[config.mk]
export PLATFORM = sky130hd
export DESIGN_NAME = ssper_regs
export DESIGN_NICKNAME = d
export VERILOG_FILES = /design/src/ssper_pkg.sv /design/src/ssper_sticky.sv /design/src/ssper_edh_capture.sv /design/src/ssper_regs.sv
export SDC_FILE = /design/constraint.sdc
export NUM_CORES = 1
export LEC_CHECK = 0
export BUFFER_PORTS_ARGS = -buffer_cell sky130_fd_sc_hd__buf_4
export CAP_MARGIN = 20
export CELL_PAD_IN_SITES_DETAIL_PLACEMENT = 0
export CELL_PAD_IN_SITES_GLOBAL_PLACEMENT = 1
export CORE_MARGIN = 2
export CORE_UTILIZATION = 38
export DETAILED_ROUTE_END_ITERATION = 6
export GPL_TIMING_DRIVEN = 0
export PLACE_DENSITY_LB_ADDON = 0.25
export SYNTH_ARGS = -nofsm -noshare
export SYNTH_HDL_FRONTEND = slang
export SYNTH_SLANG_ARGS = --single-unit
[constraint.sdc]
create_clock -name i_mclk -period 2.6 [get_ports i_mclk]
set_input_delay 0.39 -clock i_mclk [delete_from_list [all_inputs] [get_ports i_mclk]]
set_output_delay 0.39 -clock i_mclk [all_outputs]
set_load 0.005 [all_outputs]
[src/ssper_pkg.sv]
package ssper_pkg;
   // ****************************************
   // widths
   // ****************************************
   localparam int unsigned ADDR_W = 12;
   localparam int unsigned DATA_W = 16;
   localparam int unsigned CTRL_W = 8;
   localparam int unsigned FLAG_W = 5;
   // ****************************************
   // register offsets
   // ****************************************
   localparam logic [ADDR_W-1:0] REG_CTRL2 = 12'h001;
   localparam logic [ADDR_W-1:0] REG_STAT1 = 12'h002;
   localparam logic [ADDR_W-1:0] REG_STAT2 = 12'h003;
   localparam logic [ADDR_W-1:0] REG_FLAGS = 12'h004;
   // ****************************************
   // reset values
   // ****************************************
   localparam logic [CTRL_W-1:0] CTRL_RST = 8'h00;
   localparam logic [DATA_W-1:0] STAT_RST = 16'h0000;
   localparam logic [DATA_W-1:0] FLAG_RST = 16'h0000;
   // ****************************************
   // control field positions
   // ****************************************
   localparam int unsigned B_ANC_SEL   = 7;
   localparam int unsigned B_REMAP_OFF = 4;
   localparam int unsigned B_SUM_OFF   = 3;
   localparam int unsigned B_CRC_OFF   = 2;
   localparam int unsigned B_LNUM_OFF  = 1;
   localparam int unsigned B_TRS_OFF   = 0;
   // ****************************************
   // status field positions
   // ****************************************
   localparam int unsigned B_VSTD   = 10;
   localparam int unsigned B_FFCRC  = 9;
   localparam int unsigned B_APCRC  = 8;
   localparam int unsigned B_CSUM_C = 6;
   localparam int unsigned B_CSUM_Y = 5;
   localparam int unsigned B_LCRC_C = 4;
   localparam int unsigned B_LCRC_Y = 3;
   localparam int unsigned B_LNUM   = 2;
   localparam int unsigned B_SAV    = 1;
   localparam int unsigned B_EAV    = 0;
   // ****************************************
   // input rate
   // ****************************************
   typedef enum logic [1:0] {
      SSPER_RATE_SD = 2'h0,
      SSPER_RATE_HD = 2'h1,
      SSPER_RATE_3G = 2'h2
   } ssper_rate_t;
endpackage

[src/ssper_sticky.sv]
`timescale 1ns/10ps
module ssper_sticky #(
   parameter int unsigned        WIDTH   = ssper_pkg::DATA_W,
   parameter logic [WIDTH-1:0]   RST_VAL = ssper_pkg::STAT_RST
) (
   // clock and reset
   input  wire logic             i_mclk,
   input  wire logic             i_rst,
   // events and clear
   input  wire logic [WIDTH-1:0] i_set,
   input  wire logic             i_clr,
   // held bits
   output logic      [WIDTH-1:0] o_bits
);
   import ssper_pkg::*;

   typedef struct packed {
      logic [WIDTH-1:0] bits;
   } ssper_sticky_t;

   ssper_sticky_t    st_ff;
   ssper_sticky_t    nxt_st;
   logic [WIDTH-1:0] nxt_bits;

   // set beats a clear in the same cycle
   for (genvar g = 0; g < WIDTH; g++) begin : g_bit
      assign nxt_bits[g] = i_set[g] | (st_ff.bits[g] & ~i_clr);
   end

   always_comb begin
      nxt_st      = st_ff;
      nxt_st.bits = nxt_bits;
   end

   always_ff @(posedge i_mclk) begin
      if (i_rst) begin
         st_ff.bits <= RST_VAL;
      end else begin
         st_ff <= nxt_st;
      end
   end

   assign o_bits = st_ff.bits;
endmodule

[src/ssper_edh_capture.sv]
`timescale 1ns/10ps
module ssper_edh_capture (
   // clock and reset
   input  wire logic                         i_mclk,
   input  wire logic                         i_rst,
   // received packet
   input  wire logic                         i_packet_seen,
   input  wire logic [ssper_pkg::FLAG_W-1:0] i_anc_flags,
   input  wire logic [ssper_pkg::FLAG_W-1:0] i_field_flags,
   input  wire logic [ssper_pkg::FLAG_W-1:0] i_picture_flags,
   // flag word
   output logic      [ssper_pkg::DATA_W-1:0] o_word
);
   import ssper_pkg::*;

   typedef struct packed {
      logic [DATA_W-1:0] word;
   } ssper_edh_t;

   ssper_edh_t st_ff;
   ssper_edh_t nxt_st;

   // flags held until the next packet replaces them
   always_comb begin
      nxt_st = st_ff;
      if (i_packet_seen) begin
         nxt_st.word = {1'b1, i_anc_flags, i_field_flags, i_picture_flags};
      end
   end

   always_ff @(posedge i_mclk) begin
      if (i_rst) begin
         st_ff.word <= FLAG_RST;
      end else begin
         st_ff <= nxt_st;
      end
   end

   assign o_word = st_ff.word;
endmodule

[src/ssper_regs.sv]
`timescale 1ns/10ps
module ssper_regs #(
   parameter int unsigned ADDR_W = ssper_pkg::ADDR_W
) (
   // clock and reset
   input  wire logic                         i_mclk,
   input  wire logic                         i_rst,
   // host register port
   input  wire logic                         i_reg_cs,
   input  wire logic                         i_reg_we,
   input  wire logic [ADDR_W-1:0]            i_reg_addr,
   input  wire logic [ssper_pkg::DATA_W-1:0] i_reg_wdata,
   output logic      [ssper_pkg::DATA_W-1:0] o_reg_rdata,
   output logic                              o_reg_ack,
   // input format
   input  wire ssper_pkg::ssper_rate_t       i_rate,
   input  wire logic                         i_level_b,
   // stream 1 fault events
   input  wire logic                         i_video_standard_fault,
   input  wire logic                         i_full_field_crc_fault,
   input  wire logic                         i_active_picture_crc_fault,
   input  wire logic                         i_s1_chroma_anc_sum_fault,
   input  wire logic                         i_s1_luma_anc_sum_fault,
   input  wire logic                         i_s1_chroma_line_crc_fault,
   input  wire logic                         i_s1_luma_line_crc_fault,
   input  wire logic                         i_s1_line_no_fault,
   input  wire logic                         i_s1_start_active_fault,
   input  wire logic                         i_s1_end_active_fault,
   // stream 2 fault events
   input  wire logic                         i_s2_chroma_anc_sum_fault,
   input  wire logic                         i_s2_luma_anc_sum_fault,
   input  wire logic                         i_s2_chroma_line_crc_fault,
   input  wire logic                         i_s2_luma_line_crc_fault,
   input  wire logic                         i_s2_line_no_fault,
   input  wire logic                         i_s2_start_active_fault,
   input  wire logic                         i_s2_end_active_fault,
   // received check packet
   input  wire logic                         i_embedded_check_packet_seen,
   input  wire logic [ssper_pkg::FLAG_W-1:0] i_rx_anc_flags,
   input  wire logic [ssper_pkg::FLAG_W-1:0] i_rx_field_flags,
   input  wire logic [ssper_pkg::FLAG_W-1:0] i_rx_picture_flags,
   // stream 2 processing controls
   output logic                              o_anc_extract_stream_select,
   output logic                              o_s2_bad_word_remap_off,
   output logic                              o_s2_anc_sum_insert_off,
   output logic                              o_s2_line_crc_insert_off,
   output logic                              o_s2_line_no_insert_off,
   output logic                              o_s2_timing_ref_insert_off
);
   import ssper_pkg::*;

   // ****************************************
   // state
   // ****************************************
   typedef struct packed {
      logic [CTRL_W-1:0] ctrl;
      logic [DATA_W-1:0] rdata;
      logic              ack;
      logic              anc_sel;
      logic              remap_off;
      logic              sum_off;
      logic              crc_off;
      logic              lnum_off;
      logic              trs_off;
   } ssper_regs_t;

   ssper_regs_t       st_ff;
   ssper_regs_t       nxt_st;

   logic              wr_ctrl;
   logic              clr_stat1;
   logic              clr_stat2;
   logic              is_level_b;
   logic              hd_or_sd;
   logic              not_sd;
   logic [DATA_W-1:0] set_stat1;
   logic [DATA_W-1:0] set_stat2;
   logic [DATA_W-1:0] stat1;
   logic [DATA_W-1:0] stat2;
   logic [DATA_W-1:0] flags;
   logic [DATA_W-1:0] rd_mux;

   // ****************************************
   // access decode
   // ****************************************
   assign wr_ctrl   = i_reg_cs & i_reg_we & (i_reg_addr == REG_CTRL2);
   assign clr_stat1 = i_reg_cs & i_reg_we & (i_reg_addr == REG_STAT1);
   assign clr_stat2 = i_reg_cs & i_reg_we & (i_reg_addr == REG_STAT2);

   // ****************************************
   // format qualifiers
   // ****************************************
   assign is_level_b = (i_rate == SSPER_RATE_3G) & i_level_b;
   assign hd_or_sd   = (i_rate == SSPER_RATE_HD) | (i_rate == SSPER_RATE_SD);
   assign not_sd     = (i_rate != SSPER_RATE_SD);

   // ****************************************
   // fault event mapping
   // ****************************************
   always_comb begin
      set_stat1           = STAT_RST;
      set_stat1[B_VSTD]   = i_video_standard_fault & hd_or_sd;
      set_stat1[B_FFCRC]  = i_full_field_crc_fault;
      set_stat1[B_APCRC]  = i_active_picture_crc_fault;
      set_stat1[B_CSUM_C] = i_s1_chroma_anc_sum_fault;
      set_stat1[B_CSUM_Y] = i_s1_luma_anc_sum_fault;
      set_stat1[B_LCRC_C] = i_s1_chroma_line_crc_fault & not_sd;
      set_stat1[B_LCRC_Y] = i_s1_luma_line_crc_fault & not_sd;
      set_stat1[B_LNUM]   = i_s1_line_no_fault & not_sd;
      set_stat1[B_SAV]    = i_s1_start_active_fault;
      set_stat1[B_EAV]    = i_s1_end_active_fault;
   end

   always_comb begin
      set_stat2           = STAT_RST;
      set_stat2[B_CSUM_C] = i_s2_chroma_anc_sum_fault & is_level_b;
      set_stat2[B_CSUM_Y] = i_s2_luma_anc_sum_fault & is_level_b;
      set_stat2[B_LCRC_C] = i_s2_chroma_line_crc_fault & is_level_b;
      set_stat2[B_LCRC_Y] = i_s2_luma_line_crc_fault & is_level_b;
      set_stat2[B_LNUM]   = i_s2_line_no_fault & is_level_b;
      set_stat2[B_SAV]    = i_s2_start_active_fault & is_level_b;
      set_stat2[B_EAV]    = i_s2_end_active_fault & is_level_b;
   end

   // ****************************************
   // status and flag words
   // ****************************************
   ssper_sticky #(
      .WIDTH   (DATA_W),
      .RST_VAL (STAT_RST)
   ) u_stat1 (
      .i_mclk (i_mclk),
      .i_rst  (i_rst),
      .i_set  (set_stat1),
      .i_clr  (clr_stat1),
      .o_bits (stat1)
   );

   ssper_sticky #(
      .WIDTH   (DATA_W),
      .RST_VAL (STAT_RST)
   ) u_stat2 (
      .i_mclk (i_mclk),
      .i_rst  (i_rst),
      .i_set  (set_stat2),
      .i_clr  (clr_stat2),
      .o_bits (stat2)
   );

   ssper_edh_capture u_flags (
      .i_mclk          (i_mclk),
      .i_rst           (i_rst),
      .i_packet_seen   (i_embedded_check_packet_seen),
      .i_anc_flags     (i_rx_anc_flags),
      .i_field_flags   (i_rx_field_flags),
      .i_picture_flags (i_rx_picture_flags),
      .o_word          (flags)
   );

   // ****************************************
   // read data select
   // ****************************************
   always_comb begin
      case (i_reg_addr)
         REG_CTRL2: begin
            rd_mux = {{(DATA_W-CTRL_W){1'b0}}, st_ff.ctrl};
         end
         REG_STAT1: begin
            rd_mux = stat1;
         end
         REG_STAT2: begin
            rd_mux = stat2;
         end
         REG_FLAGS: begin
            rd_mux = flags;
         end
         default: begin
            rd_mux = STAT_RST;
         end
      endcase
   end

   // ****************************************
   // next state
   // ****************************************
   always_comb begin
      nxt_st     = st_ff;
      nxt_st.ack = i_reg_cs;
      if (wr_ctrl) begin
         nxt_st.ctrl = i_reg_wdata[CTRL_W-1:0];
      end
      // read returns a snapshot, no side effect
      if (i_reg_cs && !i_reg_we) begin
         nxt_st.rdata = rd_mux;
      end
      // controls only take effect on level B input
      nxt_st.anc_sel   = st_ff.ctrl[B_ANC_SEL] & is_level_b;
      nxt_st.remap_off = st_ff.ctrl[B_REMAP_OFF] & is_level_b;
      nxt_st.sum_off   = st_ff.ctrl[B_SUM_OFF] & is_level_b;
      nxt_st.crc_off   = st_ff.ctrl[B_CRC_OFF] & is_level_b;
      nxt_st.lnum_off  = st_ff.ctrl[B_LNUM_OFF] & is_level_b;
      nxt_st.trs_off   = st_ff.ctrl[B_TRS_OFF] & is_level_b;
   end

   always_ff @(posedge i_mclk) begin
      if (i_rst) begin
         st_ff.ctrl      <= CTRL_RST;
         st_ff.rdata     <= STAT_RST;
         st_ff.ack       <= 1'b0;
         st_ff.anc_sel   <= 1'b0;
         st_ff.remap_off <= 1'b0;
         st_ff.sum_off   <= 1'b0;
         st_ff.crc_off   <= 1'b0;
         st_ff.lnum_off  <= 1'b0;
         st_ff.trs_off   <= 1'b0;
      end else begin
         st_ff <= nxt_st;
      end
   end

   // ****************************************
   // outputs
   // ****************************************
   assign o_reg_rdata                 = st_ff.rdata;
   assign o_reg_ack                   = st_ff.ack;
   assign o_anc_extract_stream_select = st_ff.anc_sel;
   assign o_s2_bad_word_remap_off     = st_ff.remap_off;
   assign o_s2_anc_sum_insert_off     = st_ff.sum_off;
   assign o_s2_line_crc_insert_off    = st_ff.crc_off;
   assign o_s2_line_no_insert_off     = st_ff.lnum_off;
   assign o_s2_timing_ref_insert_off  = st_ff.trs_off;
endmodule

==> impl_metrics.json <==
{
  "maxSlewViolCount": 0,
  "gp_congestion": 0.759,
  "yosysTopAreaCell": "dfxtp_1",
  "ys_warn_count": 0,
  "reg2reg_depth": 4,
  "utilization_pct": 52.1,
  "ctsRootBufferMaster": "clkbuf_8",
  "wl_per_cell_um": 13.9,
  "max_clock_freq_mhz": 502,
  "setup_viol": 0,
  "hp-class": "in2reg",
  "post-cts-setup-buffers": 0,
  "grt_pass1_vias": 2326,
  "min_path_cells": 3,
  "numClockSinks": 79,
  "crit_type": "in2reg",
  "nets": 465,
  "clk_path_buf_depth": 2,
  "max_slew_margin_pct": 48.0,
  "antenna_left": 0,
  "htreeDepth": 3,
  "netlist.area_leader.share_pct": 52.0,
  "hold_start": "i_full_field_crc_fault",
  "cp.required_ns": 2.82,
  "rsz0062_at_grt": "no",
  "period_share_pct": 76.5,
  "cap_violations": 0,
  "die_h_um": 93.5,
  "ys_ff_latch": 79,
  "fp.coreArea_sq_um": 7730,
  "portBuffers": 81,
  "clk_pin_slew_worst_paths_ns": 0.08,
  "grt_max_degree": 15,
  "r2r_end": "o_reg_rdata[6]",
  "cts-resized-gates": 0,
  "finalClockSkew_ns": 0.00576,
  "wirelength_um": 6980,
  "status": "finished clean",
  "cts_tree": "built",
  "cp.arrival_ns": 2.21,
  "die_x_um": 93.5,
  "syn_area_per_cell_sq_um": 9.98,
  "drive_gt1_share_pct": 30.6,
  "worstMarginPinSlew_ns": 0.774,
  "end_kind": "register",
  "n_fill_cell": 736,
  "drt_iter0_drc": 54,
  "worstReg2RegStart": "u_stat2.o_bits[6]",
  "start_kind": "primary input",
  "multiInputGateArea_sq_um": 1250,
  "grt_overflow": 0,
  "register_area_sq_um": 1580,
  "hold_viol": 0,
  "start_util_pct": 39.4,
  "via_per_inst": 4.70,
  "peakVddDrop_mv": 0.451,
  "tns_ns": 0,
  "n_antenna_cell": 0,
  "grt_use_total_pct": 17.1,
  "ioPinCount": 91,
  "die_area_sq_um": 8740,
  "synth_seq_area_share_pct": 52.0,
  "holdBufCountCts": 0,
  "hold_path_end": "u_stat1.o_bits[9]",
  "syn_to_final_growth_pct": 32.2,
  "yosysUniqueCellTypes": 27,
  "cp_max_fo": 10,
  "num_rows": 32,
  "min_period_ns": 1.99,
  "fin_area_sq_um": 4020,
  "drc": 0,
  "synth_area_leaders": "dfxtp_1 (52%), mux2i_1 (10%), nor2_1 (5.3%)",
  "dpl-instance-area_sq_um": 3780,
  "cts_buffers": 9,
  "drt_pass1_iterations": 4,
  "synthCells": 305,
  "insertion_delay_ns": 0.34,
  "leakagePower_nw": 1.73,
  "rrSetupSlack_ns": 1.54,
  "synth_nets": 373,
  "whs_ns": 0.246,
  "netlist_area_sq_um": 3040,
  "antenna_found_initial": 0,
  "grt_first_pass_wirelength_um": 11300,
  "power.density_nw_per_um2": 632,
  "dp_hpwl_um": 5260,
  "vias": 2370
}
[cells in the mapped netlist]
| cell type | count |
|---|---|
| nand3_1 | 1 |
| nor4b_2 | 2 |
| or4_4 | 2 |
| or4b_1 | 1 |
| o21ai_1 | 8 |
| buf_1 | 1 |
| mux2i_1 | 31 |
| nand2_1 | 20 |
| a21oi_1 | 19 |
| a31oi_1 | 1 |
| nor2b_1 | 3 |
| nor2_1 | 43 |
| dfxtp_1 | 79 |
| nor4bb_1 | 1 |
| nor4_4 | 2 |
| a22o_1 | 15 |
| nand3b_1 | 1 |
| and2_1 | 21 |
| xnor2_1 | 1 |
| clkbuf_1 | 10 |
| nor4b_1 | 1 |
| or3b_1 | 1 |
| buf_6 | 4 |
| buf_4 | 16 |
| a221oi_1 | 8 |
| inv_1 | 2 |
| o21ai_0 | 11 |
[sequential cells by signal (all words and copies together) (netlist names)]
register                     count
o_reg_rdata                     16
u_flags.o_word                  16
u_stat1.o_bits                  16
u_stat2.o_bits                  16
st_ff                            8
o_anc_extract_stream_select      1
o_reg_ack                        1
o_s2_anc_sum_insert_off          1
o_s2_bad_word_remap_off          1
o_s2_line_crc_insert_off         1
o_s2_line_no_insert_off          1
o_s2_timing_ref_insert_off       1
[how the worst max path moves through the flow]
| stage | from | end | slack (ns) | cells after the start |
|---|---|---|---|---|
| 2_1_floorplan | i_reg_addr[11] | u_stat1.o_bits[0] | 0.58 | 5 |
| 3_3_place_gp | i_reg_addr[0] | u_stat1.o_bits[5] | 0.21 | 6 |
| 3_5_place_dp | i_reg_addr[0] | u_stat1.o_bits[0] | 0.21 | 6 |
| 4_1_cts | i_reg_addr[0] | u_stat1.o_bits[0] | 0.58 | 6 |
| 5_1_grt | i_reg_addr[0] | u_stat1.o_bits[5] | 0.37 | 6 |
| 6_report | i_reg_addr[0] | u_stat1.o_bits[0] | 0.61 | 6 |
[cell usage in the layout (no fill, tap or decap), types with 2 or more instances in the layout]
master / instances
buf_6: 4
a22o_1: 15
clkbuf_1: 10
mux2i_1: 31
inv_1: 2
clkbuf_8: 9
nor2b_1: 3
a21oi_1: 19
a221oi_1: 8
o21ai_1: 8
nor4b_2: 2
nand2_1: 20
nor4_4: 2
or4_4: 2
buf_4: 97
nor2_1: 43
dfxtp_1: 79
and2_1: 21
bufinv_16: 3
o21ai_0: 11
[layout make-up]
| type | instances | area share, % |
|---|---|---|
| multi-input combinational | 193 | 31.0 |
| buffer | 31 | 5.13 |
| clock buffer | 9 | 3.08 |
| clock inverter | 7 | 2.99 |
| timing repair buffer | 81 | 15.1 |
| sequential | 79 | 39.3 |
| inverter | 2 | 0.187 |
| tap | 102 | 3.17 |
[logic make-up (layout without fill, tap and decap cells)]
logic type,count (synthesis),in the layout,share of synthesized area [%]
AOI/OAI and AO/OA,62,62,13.1
xor gates and xnor gates,1,1,0.288
DFF,79,79,52.0
buffers and inverters,33,130,7.03
muxes,31,31,10.2
and+or+nand+nor,99,99,17.5
[through the flow]
stage,total power [mW],setup slack [ns],cells
finish,2.54,0.610,504
CTS,2.56,0.583,504
global route,2.64,0.370,504
detailed placement,1.47,0.211,488
global placement,1.47,0.210,488
floorplan,1.37,0.582,305
[critical path: stages]
cell	delay [ns]
buf_4	0.13
nor4b_2	0.63
or4b_1	0.51
clkbuf_1	0.28
a21oi_1	0.21
nor2_1	0.05
[per-layer routing]
metal	global-route usage, %	share of wire, %	vias up
met2	27.6	46	64
met4	6.99	1.6	0
li1	-	-	1224
met1	22.2	47	1072
met3	3.63	5.4	10
met5	0	0	-
[report_power, final]
group | switching (mW) | internal [mW] | total, mW | leakage (nW)
Combinational | 0.0831 | 0.102 | 0.185 | 0.964
Clock | 0.462 | 0.641 | 1.10 | 0.120
Sequential | 0.0156 | 1.24 | 1.26 | 0.643
No activity file was read; power rests on OpenSTA's default activity.
